`config.mk`:
```
export PLATFORM = sky130hd
export DESIGN_NAME = tmh_timer
export DESIGN_NICKNAME = d
export VERILOG_FILES = /design/src/core/tmh_pkg.sv /design/src/core/tmh_prescaler.sv /design/src/core/tmh_timer.sv
export VERILOG_INCLUDE_DIRS = /design/src /design/src/core
export SDC_FILE = /design/constraint.sdc
export NUM_CORES = 1
export LEC_CHECK = 0
export BUFFER_PORTS_ARGS = -buffer_cell sky130_fd_sc_hd__buf_2
export CORE_MARGIN = 2
export CORE_UTILIZATION = 25
export DETAILED_ROUTE_END_ITERATION = 10
export PLACE_DENSITY = 0.52
export SLEW_MARGIN = 20
export SYNTH_ARGS = -nofsm -noshare
export SYNTH_HDL_FRONTEND = slang
export SYNTH_SLANG_ARGS = --single-unit
```
`constraint.sdc`:
```
create_clock -name clock_i -period 2.9 [get_ports clock_i]
set_input_delay 0.58 -clock clock_i [delete_from_list [all_inputs] [get_ports clock_i]]
set_output_delay 0.58 -clock clock_i [all_outputs]
set_load 0.01 [all_outputs]
```
`src/core/tmh_defs.svh`:
```
// Offsets, field positions, reset values and divider figures of the interval/PWM timer
`ifndef TMH_DEFS_SVH
`define TMH_DEFS_SVH

`define TMH_IDX_PERIOD 16'hFF0E
`define TMH_IDX_DUTY   16'hFF0F
`define TMH_IDX_MODE   16'hFF70
`define TMH_IDX_STATUS 16'hFF71
`define TMH_IDX_COUNT  16'hFF72

`define TMH_ADDR_PERIOD ({14'h0000, `TMH_IDX_PERIOD, 2'h0})
`define TMH_ADDR_DUTY   ({14'h0000, `TMH_IDX_DUTY, 2'h0})
`define TMH_ADDR_MODE   ({14'h0000, `TMH_IDX_MODE, 2'h0})
`define TMH_ADDR_STATUS ({14'h0000, `TMH_IDX_STATUS, 2'h0})
`define TMH_ADDR_COUNT  ({14'h0000, `TMH_IDX_COUNT, 2'h0})

`define TMH_RST_BYTE 8'h00

`define TMH_EN_BIT     7
`define TMH_CKS_MSB    6
`define TMH_CKS_LSB    4
`define TMH_PWM_BIT    3
`define TMH_LEV_BIT    1
`define TMH_OEN_BIT    0

`define TMH_CKS_DIV1    3'h0
`define TMH_CKS_DIV4    3'h1
`define TMH_CKS_DIV16   3'h2
`define TMH_CKS_DIV64   3'h3
`define TMH_CKS_DIV4096 3'h4
`define TMH_CKS_LSO128  3'h5

`define TMH_EXP_DIV4    2
`define TMH_EXP_DIV16   4
`define TMH_EXP_DIV64   6
`define TMH_EXP_DIV4096 12
`define TMH_EXP_LSO     7
`define TMH_SYNC_N      3

`endif

```
`src/core/tmh_pkg.sv`:
```
// Types shared by the interval/PWM timer modules
`include "tmh_defs.svh"

package tmh_pkg;

    typedef struct packed {
        logic        psel;
        logic        penable;
        logic        pwrite;
        logic [31:0] paddr;
        logic [31:0] pwdata;
    } tmh_apb_req_t;

    typedef struct packed {
        logic [31:0] prdata;
        logic        pready;
        logic        pslverr;
    } tmh_apb_rsp_t;

    typedef enum logic [1:0] {
        TMH_STOP  = 2'b00,
        TMH_ARMED = 2'b01,
        TMH_RUN   = 2'b10
    } tmh_phase_t;

    typedef enum logic {
        TMH_CMP_PERIOD = 1'b0,
        TMH_CMP_DUTY   = 1'b1
    } tmh_cmp_t;

    typedef struct packed {
        logic [7:0]  mode;
        logic [7:0]  period;
        logic [7:0]  duty_act;
        logic [7:0]  duty_buf;
        logic        pend;
        tmh_phase_t  phase;
        tmh_cmp_t    cmp;
        logic [7:0]  count;
        logic        active;
        logic        irq;
        logic        pin;
        logic [31:0] rdata;
        logic        slverr;
    } tmh_state_t;

    typedef struct packed {
        logic [`TMH_EXP_DIV4096-1:0] div;
        logic [`TMH_EXP_LSO-1:0]     lso_div;
        logic [`TMH_SYNC_N-1:0]      sync;
        logic                        lso_lvl;
    } tmh_pre_t;

endpackage

```
`src/core/tmh_prescaler.sv`:
```
// Count clock prescaler: peripheral clock dividers and synchronised slow oscillator divider
`include "tmh_defs.svh"

module tmh_prescaler (
    // Clock and reset
    input  wire logic       clock_i,
    input  wire logic       sys_rst_i,
    // Control
    input  wire logic       run_i,
    input  wire logic [2:0] sel_i,
    input  wire logic       lso_clk_i,
    // Count clock
    output logic            tick_o
);

    tmh_pkg::tmh_pre_t st;
    tmh_pkg::tmh_pre_t next_st;
    logic              lso_edge;

    always_comb begin
        next_st = st;
        // Stage 0 feeds stage 1 only; stages 1 and 2 must agree
        next_st.sync = {st.sync[1:0], lso_clk_i};
        if (st.sync[2] == st.sync[1]) begin
            next_st.lso_lvl = st.sync[2];
        end
        lso_edge = next_st.lso_lvl & ~st.lso_lvl;
        // Cleared while stopped so the first tick lands within one count period
        if (!run_i) begin
            next_st.div     = '0;
            next_st.lso_div = '0;
        end else begin
            next_st.div = st.div + 1'b1;
            if (lso_edge) begin
                next_st.lso_div = st.lso_div + 1'b1;
            end
        end
        case (sel_i)
            `TMH_CKS_DIV1:    tick_o = run_i; // see RULE_06
            `TMH_CKS_DIV4:    tick_o = run_i & (&st.div[`TMH_EXP_DIV4-1:0]);
            `TMH_CKS_DIV16:   tick_o = run_i & (&st.div[`TMH_EXP_DIV16-1:0]);
            `TMH_CKS_DIV64:   tick_o = run_i & (&st.div[`TMH_EXP_DIV64-1:0]);
            `TMH_CKS_DIV4096: tick_o = run_i & (&st.div);
            `TMH_CKS_LSO128:  tick_o = run_i & lso_edge & (&st.lso_div);
            // Prohibited codes give no count clock
            default:          tick_o = 1'b0;
        endcase
    end

    always_ff @(posedge clock_i) begin
        if (sys_rst_i) begin
            st <= '0;
        end else begin
            st <= next_st;
        end
    end

endmodule

```
`src/core/tmh_timer.sv`:
```
// Eight-bit interval / PWM timer with APB register slave
//
// Notes on behaviour
// RULE_01: Reset clears compare and mode registers; byte access.
// RULE_02: Software leaves period alone while counting.
// RULE_03: Running duty writes wait in buffer for match.
// RULE_04: Write colliding with duty match waits one more.
// RULE_05: Enable starts counting; disable stops, zeroes counter.
// RULE_06: Clock select picks divided peripheral or slow clock.
// RULE_07: Mode field selects interval or PWM operation.
// RULE_08: Level bit sets the inactive output level.
// RULE_09: Output enable bit gates the waveform onto pin.
// RULE_10: Software keeps mode bits still while enabled.
// RULE_11: Software rewrites duty after every PWM restart.
// RULE_12: Interval match raises interrupt, clears counter.
// RULE_13: Interval mode ignores the duty compare value.
// RULE_14: Interval match toggles output, fifty percent duty.
// RULE_15: Counting begins within one count clock.
// RULE_16: Disable forces interrupt and output inactive.
// RULE_17: PWM period match clears, interrupts, activates output.
// RULE_18: PWM duty match deactivates output, no clear.
// RULE_19: PWM period N plus one, width M plus one.
// RULE_20: Software leaves three count clocks before transfer.
// RULE_21: Software keeps duty below period in PWM.
// RULE_22: First count clock masked; output stays inactive.
// RULE_23: Match interrupt is a single cycle pulse.
// RULE_24: Disabled output sits at the default level.
`include "tmh_defs.svh"

module tmh_timer (
    // Clock and reset
    input  wire logic                 clock_i,
    input  wire logic                 sys_rst_i,
    // APB slave
    input  wire tmh_pkg::tmh_apb_req_t apb_req_i,
    output tmh_pkg::tmh_apb_rsp_t      apb_rsp_o,
    // Slow oscillator from another domain
    input  wire logic                 lso_clk_i,
    // Timer pin and match event
    output logic                      timer_out_o,
    output logic                      match_irq_o
);

    tmh_pkg::tmh_state_t st;
    tmh_pkg::tmh_state_t next_st;

    logic       tick;
    logic       run;
    logic       pwm;
    logic       setup;
    logic       wr;
    logic       hit_period;
    logic       hit_duty;
    logic       hit_mode;
    logic       hit_status;
    logic       hit_count;
    logic       hit_any;
    logic       duty_wr;
    logic       period_hit;
    logic       duty_hit;
    logic [7:0] rd_byte;
    logic [7:0] wbyte;

    assign run = st.mode[`TMH_EN_BIT];
    assign pwm = st.mode[`TMH_PWM_BIT]; // see RULE_07

    tmh_prescaler u_prescaler (
        .clock_i   (clock_i),
        .sys_rst_i (sys_rst_i),
        .run_i     (run),
        .sel_i     (st.mode[`TMH_CKS_MSB:`TMH_CKS_LSB]),
        .lso_clk_i (lso_clk_i),
        .tick_o    (tick)
    );

    // Address decode; any other address answers with an error
    always_comb begin
        hit_period = apb_req_i.paddr == `TMH_ADDR_PERIOD;
        hit_duty   = apb_req_i.paddr == `TMH_ADDR_DUTY;
        hit_mode   = apb_req_i.paddr == `TMH_ADDR_MODE;
        hit_status = apb_req_i.paddr == `TMH_ADDR_STATUS;
        hit_count  = apb_req_i.paddr == `TMH_ADDR_COUNT;
        hit_any    = hit_period | hit_duty | hit_mode | hit_status | hit_count;
        setup      = apb_req_i.psel & ~apb_req_i.penable;
        wr         = apb_req_i.psel & apb_req_i.penable & apb_req_i.pwrite & hit_any;
        wbyte      = apb_req_i.pwdata[7:0];
        duty_wr    = wr & hit_duty;
    end

    // Read data is latched in the setup cycle so prdata comes from a flop
    always_comb begin
        rd_byte = `TMH_RST_BYTE;
        if (hit_period) begin
            rd_byte = st.period;
        end
        if (hit_duty) begin
            rd_byte = st.duty_buf;
        end
        if (hit_mode) begin
            rd_byte = st.mode;
        end
        if (hit_status) begin
            rd_byte = {2'h0, st.pend, st.cmp, st.phase, st.active, st.pin};
        end
        if (hit_count) begin
            rd_byte = st.count;
        end
    end

    // Compare hits, only meaningful on a count clock in the run phase
    always_comb begin
        period_hit = st.count == st.period;
        duty_hit   = pwm & (st.cmp == tmh_pkg::TMH_CMP_DUTY) & (st.count == st.duty_act); // see RULE_13
    end

    always_comb begin
        next_st     = st;
        next_st.irq = 1'b0;

        // Bus side
        if (setup) begin
            next_st.slverr = ~hit_any;
            next_st.rdata  = 32'(rd_byte);
        end
        if (wr && hit_mode) begin
            next_st.mode = wbyte; // see RULE_01
        end
        if (wr && hit_period) begin
            // Not guarded: a write while running takes effect at once
            next_st.period = wbyte; // see RULE_01
        end
        if (duty_wr) begin
            next_st.duty_buf = wbyte;
            if (run) begin
                next_st.pend = 1'b1; // see RULE_03
            end else begin
                next_st.duty_act = wbyte;
                next_st.pend     = 1'b0;
            end
        end

        // Timer side
        if (!run) begin
            // Stop wipes counter, event and waveform state
            next_st.phase  = tmh_pkg::TMH_STOP; // see RULE_05
            next_st.count  = '0; // see RULE_05
            next_st.cmp    = tmh_pkg::TMH_CMP_PERIOD;
            next_st.active = 1'b0; // see RULE_16
            next_st.irq    = 1'b0; // see RULE_16
        end else begin
            case (st.phase)
                tmh_pkg::TMH_STOP: begin
                    // Prescaler starts from zero in this cycle
                    next_st.phase = tmh_pkg::TMH_ARMED;
                    next_st.count = '0;
                    next_st.cmp   = tmh_pkg::TMH_CMP_PERIOD; // see RULE_17
                end
                tmh_pkg::TMH_ARMED: begin
                    if (tick) begin
                        // First count clock is swallowed without counting
                        next_st.phase = tmh_pkg::TMH_RUN; // see RULE_22, RULE_15
                    end
                end
                tmh_pkg::TMH_RUN: begin
                    if (tick) begin
                        if (!pwm) begin
                            if (period_hit) begin
                                next_st.count  = '0; // see RULE_12
                                next_st.irq    = 1'b1; // see RULE_12, RULE_23
                                next_st.active = ~st.active; // see RULE_14
                            end else begin
                                next_st.count = st.count + 1'b1;
                            end
                        end else if (st.cmp == tmh_pkg::TMH_CMP_PERIOD) begin
                            if (period_hit) begin
                                // Counter spans 0..N, giving N+1 clocks a cycle
                                next_st.count  = '0; // see RULE_17, RULE_19
                                next_st.irq    = 1'b1; // see RULE_17, RULE_23
                                next_st.active = 1'b1; // see RULE_17
                                next_st.cmp    = tmh_pkg::TMH_CMP_DUTY; // see RULE_17
                            end else begin
                                next_st.count = st.count + 1'b1;
                            end
                        end else begin
                            if (duty_hit) begin
                                // Active over counts 0..M, M+1 clocks wide
                                next_st.active = 1'b0; // see RULE_18, RULE_19
                                next_st.cmp    = tmh_pkg::TMH_CMP_PERIOD; // see RULE_18
                                // A write in this very cycle waits for the next match
                                if (st.pend && !duty_wr) begin
                                    next_st.duty_act = st.duty_buf; // see RULE_03
                                    next_st.pend     = 1'b0;
                                end // see RULE_04
                            end
                            // Duty above period still matches at M; the period match is then missed until the counter wraps
                            next_st.count = st.count + 1'b1; // see RULE_18
                        end
                    end
                end
                default: begin
                    next_st.phase = tmh_pkg::TMH_STOP;
                end
            endcase
        end

        // Pin follows the next state so it leaves a flop
        if (next_st.mode[`TMH_OEN_BIT]) begin
            next_st.pin = next_st.mode[`TMH_LEV_BIT] ^ next_st.active; // see RULE_09, RULE_08
        end else begin
            next_st.pin = next_st.mode[`TMH_LEV_BIT]; // see RULE_24, RULE_08
        end
    end

    always_ff @(posedge clock_i) begin
        if (sys_rst_i) begin
            st          <= '0; // see RULE_01
            st.mode     <= `TMH_RST_BYTE;
            st.period   <= `TMH_RST_BYTE;
            st.duty_act <= `TMH_RST_BYTE;
            st.duty_buf <= `TMH_RST_BYTE;
        end else begin
            st <= next_st;
        end
    end

    // Zero wait states: every access phase completes at once
    always_comb begin
        apb_rsp_o.prdata  = st.rdata;
        apb_rsp_o.pready  = 1'b1;
        apb_rsp_o.pslverr = st.slverr & apb_req_i.psel & apb_req_i.penable;
    end

    assign timer_out_o = st.pin;
    assign match_irq_o = st.irq;

endmodule

```
# Word-level counts from Yosys, hierarchy flattened
# Index checks and enable logic that the tools add are counted.
classes:
  add_sub_neg: 3
  n_mux: 42
  eq_ne: 18
  reduce_logical: 17
  n_bitwise: 28
ops:
  columns: ["op", "n"]
  rows:
  - ["equality test 32 x 18 -> 1 bit, second input constant", 5]
  - ["2-to-1 mux 8 bit", 14]
  - ["2-to-1 mux 10 bit", 2]
  - ["one-hot mux 9 bit (2 select lines)", 1]
  - ["2-to-1 mux 17 bit", 1]
  - ["AND 1 bit", 16]
  - ["equality test 8 bit", 2]
  - ["2-to-1 mux 1 bit", 15]
  - ["adder 12 x 1 -> 12 bit, second input constant", 1]
  - ["2-to-1 mux 2 bit", 6]
  - ["AND reduction 12 bit", 1]
  - ["2-to-1 mux 11 bit", 1]
  - ["adder 8 x 1 -> 8 bit, second input constant", 1]
  - ["adder 7 x 1 -> 7 bit, second input constant", 1]
  - ["inverter 1 bit", 7]
  - ["AND reduction 7 bit", 1]
  - ["equality test 3 x 2 -> 1 bit, second input constant", 2]
  - ["equality test 3 bit, second input constant", 2]
  - ["!= test 2 bit, second input constant", 3]
  - ["one-hot mux 1 bit (6 select lines)", 1]
  - ["one-hot mux 2 bit (3 select lines)", 1]
  - ["AND reduction 2 bit", 3]
  - ["AND reduction 6 bit", 1]
  - ["bitwise OR 1 bit", 4]
  - ["14 further kinds", 16]
word_totals:
  out_inout_bits: 36
  in_bits: 70
  regBits: 79
  elab_cells: 126

# Depth between registers and ports, before layout
logic_depth:
  depth_word: 16
  ltp_mapped: 11
  mapped_depth_nobuf: 10

# Cells and area by module
# From an unflattened synthesis, not the netlist that was laid out.
hier_totals:
  hier_cells: 501
  area_unflattened_um2: 4324.1
modules_own_cells:
  columns: ["mod", "n_inst", "area_each_um2", "cells_each", "seq_area_each_um2"]
  rows:
  - ["tmh_timer", 1, 3342.0, 392, 1121.1]
  - ["tmh_prescaler", 1, 982.2, 109, 460.4]

# Worst setup path before layout
# Ideal clock, no wire load.
synth_timing:
  path_type: "flip-flop to flip-flop"
  startpoint: "reg st[41] (netlist bit)"
  endpoint: "reg st, in the netlist timer_out_o"
  path_stages_with_launch: 12
  t_required_ns: 2.779
  setup_time_ns: 0.121
  slack_ns: 0.245
  synth_period_minus_slack_ns: 2.655
  t_arrival_ns: 2.534
  cell_sequence: "dfxtp_1 > clkbuf_1 > xor2_1 > nor4_1 > nand2_1 > ha_1 > o21ai_0 > or3b_2 > a21oi_1 > o22ai_1 > nor3b_2 > mux2_2"
synth_between:
  elab_chain_len: 10
  word_cells_on_any_way: 13
  cone_classes: "2 x eq/ne; 9 x mux; 2 x bitwise"
synth_lines:
  columns: ["element", "line", "source"]
  rows:
  - ["from (decl)", "tmh_timer.sv:44", "tmh_pkg::tmh_state_t st;"]
  - ["from (signal assigned)", "tmh_timer.sv:222", "st <= next_st;"]
  - ["equality test 8 bit", "tmh_timer.sv:113", "duty_hit = pwm & (st.cmp == tmh_pkg::TMH_CMP_DUTY) & (st.count == st.duty_act);"]
  - ["AND 1 bit", "tmh_timer.sv:113", null]
  - ["2-to-1 mux 1 bit", "tmh_timer.sv:185", "if (duty_hit) begin"]
  - ["2-to-1 mux 10 bit", "tmh_timer.sv:174", "end else if (st.cmp == tmh_pkg::TMH_CMP_PERIOD) begin"]
  - ["2-to-1 mux 10 bit *", "tmh_timer.sv:166", "if (!pwm) begin"]
  - ["2-to-1 mux 11 bit *", "tmh_timer.sv:165", "if (tick) begin"]
  - ["2-to-1 mux 2 bit *", "tmh_timer.sv:151", "case (st.phase)"]
  - ["2-to-1 mux 2 bit *", "tmh_timer.sv:143", "if (!run) begin"]
  - ["bitwise XOR 1 bit *", "tmh_timer.sv:208", "next_st.pin = next_st.mode[`TMH_LEV_BIT] ^ next_st.active;"]
  - ["2-to-1 mux 1 bit *", "tmh_timer.sv:207", "if (next_st.mode[`TMH_OEN_BIT]) begin"]
# Mark *: on every way between the ends. The rest lies on a longest branch, timed or not. The select of a mux whose other input is x is not followed.
# A chain may end at the register's enable or synchronous reset.

# Worst setup path after layout
layout_timing:
  startpoint: "reg st[37] (netlist bit)"
  endpoint: "reg st, in the netlist timer_out_o"
# Same word-level chain as after synthesis.

==> flow_summary.json <==
{
  "outcome": "finished clean",
  "pre_cts_slack_ps": 40.1,
  "hold_path_class": "reg2reg",
  "synth_top_area_share_pct": 36.5,
  "worst-endpoint-required_ps": 3130,
  "ant_nets": 0,
  "ff2ff_path_depth": 11,
  "dieHeight_um": 136,
  "critical-path-slowest-cell": "or3b_2",
  "drc": 0,
  "worst-slew-pin-transition_ps": 709,
  "drt_first_pass_iters": 4,
  "buffer_ports.inserted": 56,
  "number_of_buffers_and_inverters_on_the_critical_path": 1,
  "initial_antenna_violation_count": 0,
  "most_frequent_standard_cell_in_the_layout_excluding_fill_and_tap_cells": "dfxtp_1",
  "worst_hold_path_cells": 1,
  "cts.sinks": 79,
  "dominantRegCellSynth": "dfxtp_1",
  "dr_total_vias": 3528,
  "utilization_pct": 30.2,
  "clock_tree.buffer_depth": 2,
  "power_density_nw_per_um2": 462,
  "place_inst": 761,
  "place_area_um2": 4830,
  "holdPathEnd": "u_prescaler.next_st[3]$_SDFF_PP0_",
  "drtIter0Drc": 131,
  "worst_r2r_endpoint": "timer_out_o$_SDFF_PP0_",
  "grt_max_degree": 35,
  "finalWorstSetupSlack_ps": 168,
  "setup_repair_after_global_routing_missed_its_margin": "no",
  "routed_wire_length_per_instance_um": 13.7,
  "fp.dieArea_um2": 18400,
  "most-common-layout-cells": "dfxtp_1, nor2_1, buf_2",
  "wl_um": 10600,
  "asyncSetResetFlopFracSynth_pct": 0,
  "r2r_slack_ps": 170,
  "timing.setup.critical_path_class": "reg2reg",
  "grt_pass1_vias": 3259,
  "ys_types": 61,
  "clock_insertion_delay_worst_skew_ps": 340,
  "fraction_of_final_layout_cells_sized_beyond_drive_strength_1_pct": 22.8,
  "place.gp.congestion": 0.892,
  "i_o_pins": 106,
  "yosys-top-cells-area": "dfxtp_1, mux2i_1, nor2_1",
  "synth_sequential_area_ratio_pct": 36.5,
  "timing.critical_path.cells": "xor2_1, nor4_2, buf_4, nand2_1, ha_1, o21ai_0, or3b_2, a21oi_2, o22ai_2, nor3b_2, mux2_2",
  "critical_path.reg2reg.startpoint": "st[37]$_SDFFE_PP0P_",
  "maxSlewHeadroom_pct": 52.6,
  "grt_first_pass_wirelength_um": 16800,
  "areaGrowthSynthToFinish_pct": 19.2,
  "fillerInstances": 1795,
  "timing.critical_path.arrival_ps": 2960,
  "fin_area_um2": 5160,
  "fin_skew_ps": 9.66,
  "design.final.nets": 621,
  "globalRouteTotalUtil_pct": 11.7,
  "p_leak_uw": 0.00189,
  "critPathLaunchType": "flop",
  "clk_root_buffer_cell": "clkbuf_16",
  "post_synth_edffs": 0,
  "tritoncts": "built",
  "cts_inserted_buffers": 9,
  "slew_viol_final": 0,
  "timing.hold.worst.start": "u_prescaler.next_st[2]$_SDFF_PP0_",
  "instances_no_fill": 777,
  "timing.critical_path.slowest_cell_delay_ps": 460,
  "detailedPlacementHpwl_um": 8190,
  "antenna-diode-count": 0,
  "h-tree-depth": 3,
  "fp-row-count": 48,
  "timing.final.hold_violations": 0,
  "max_clock_freq_ghz": 0.366,
  "ir_drop_mv": 0.259,
  "synth.avg_cell_area_um2": 8.82,
  "final.setup.tns_ps": 0,
  "syn_area_um2": 4330,
  "core_area_um2": 17100,
  "synthesis.instances": 491,
  "grt_remaining_overflow": 0,
  "die-width_um": 136,
  "max_cap_viol_count": 0,
  "via_count_normalized_by_instance_count": 4.54,
  "endpoint_kind": "flop",
  "final_period_minus_worst_setup_slack_ps": 2730,
  "finalCritPeriodShare_pct": 94.2,
  "crit_family": "simple AND/OR/NAND/NOR gates",
  "clkTransAtPathRegs_ps": 60,
  "ys_ff_latch": 79,
  "timing.critical_path.fanout_max": 2,
  "cell_taking_the_most_area_after_synthesis": "dfxtp_1",
  "initial_utilization_pct": 25.3,
  "total_of_warnings_raised_by_yosys": 0,
  "report.final.setup_viol": 0
}
-- power breakdown --
group          switching (uW)  internal, uW
Combinational            74.1          46.4
Sequential               4.46          1090
Clock                     454           712
-- state kept, by name, summed over array words and instances (netlist names) --
| register | cells |
|---|---|
| pwm | 1 |
| st | 44 |
| run | 1 |
| timer_out_o | 1 |
| match_irq_o | 1 |
| u_prescaler.st | 21 |
| u_prescaler.next_st | 2 |
| apb_rsp_o | 8 |
-- through the flow --
stage / hold WS (ps) / total power [uW]
3_3_place_gp: 420 / 1240
6_report: 441 / 2380
2_1_floorplan: 414 / 1220
4_1_cts: 450 / 2420
3_5_place_dp: 428 / 1240
5_1_grt: 461 / 2480
-- cells in the mapped netlist, drive strengths merged, types with 2 or more instances --
| library cell | instances |
|---|---|
| or3 | 2 |
| and4 | 3 |
| nand3 | 15 |
| nor3 | 6 |
| nor2b | 6 |
| and4bb | 2 |
| nor2 | 74 |
| a2111oi | 6 |
| xor2 | 18 |
| nor4 | 7 |
| and2 | 2 |
| a21oi | 18 |
| or2 | 2 |
| nor3b | 4 |
| a211oi | 18 |
| clkbuf | 21 |
| nand3b | 4 |
| a22o | 6 |
| o21ai | 8 |
| nand2 | 33 |
| and3 | 5 |
| nand4b | 2 |
| a22oi | 3 |
| nor4b | 2 |
| inv | 5 |
| mux2i | 43 |
| buf | 40 |
| xnor2 | 14 |
| nand2b | 3 |
| a31oi | 11 |
| nand4 | 8 |
| dfxtp | 79 |
| conb | 2 |
| ha | 4 |
-- how the worst max path moves through the flow --
stage | end | slack (ps) | depth (start not counted) | start
after global placement | timer_out_o$_SDFF_PP0_ | 20 | 11 | st[68]$_SDFFE_PP0P_
final | timer_out_o$_SDFF_PP0_ | 170 | 11 | st[37]$_SDFFE_PP0P_
after detailed placement | timer_out_o$_SDFF_PP0_ | 40 | 11 | st[37]$_SDFFE_PP0P_
after global routing | timer_out_o$_SDFF_PP0_ | 20 | 11 | st[37]$_SDFFE_PP0P_
after floorplan | timer_out_o$_SDFF_PP0_ | 250 | 11 | st[41]$_SDFFE_PP0P_
after CTS | timer_out_o$_SDFF_PP0_ | 30 | 11 | st[37]$_SDFFE_PP0P_
-- layer usage --
layer	track usage (%)	part of all wire (%)	vias to the layer above
met3	2.54	4.1	13
met4	4.05	1.8	0
li1	-	-	1794
met2	18.6	47	68
met1	15.7	47	1653
met5	0	0	-
-- worst register-to-register path: stages, from the launching register on --
cell	delay, ps
dfxtp_1	320
xor2_1	170
nor4_2	300
buf_4	170
nand2_1	60
ha_1	190
o21ai_0	140
or3b_2	460
a21oi_2	150
o22ai_2	130
nor3b_2	180
mux2_2	350
-- cell families (layout without fill, tap and decap cells) --
| logic type | count (synthesis) | in the layout | synth area share (%) |
|---|---|---|---|
| simple gates | 185 | 185 | 22.9 |
| buf+inv | 66 | 104 | 9.08 |
| compound gates | 79 | 79 | 13.5 |
| xor+xnor | 32 | 32 | 6.47 |
| flops | 79 | 79 | 36.5 |
| mux | 44 | 44 | 10.2 |
| fa+ha+maj | 4 | 4 | 1.16 |
| other cells | 2 | 25 | 0.173 |
-- final cells by class --
| cell class | instances | area (um2) | area share (%) |
|---|---|---|---|
| clock buffer | 11 | 253 | 4.90 |
| tap | 225 | 282 | 5.45 |
| sequential | 79 | 1580 | 30.6 |
| clock inverter | 5 | 56.3 | 1.09 |
| inverter | 5 | 18.8 | 0.364 |
| timing repair buffer | 83 | 508 | 9.84 |
| multi-input combinational | 369 | 2460 | 47.7 |
-- timing repair --
item                                    in CTS  in global routing
gates resized for setup                      0                  4
hold buffers                                 0                  0
endpoints found under the hold margin        0                  0
setup buffers                                0                  0
endpoints found under the setup margin       0                  1
Power figures use the tool's default switching activity.
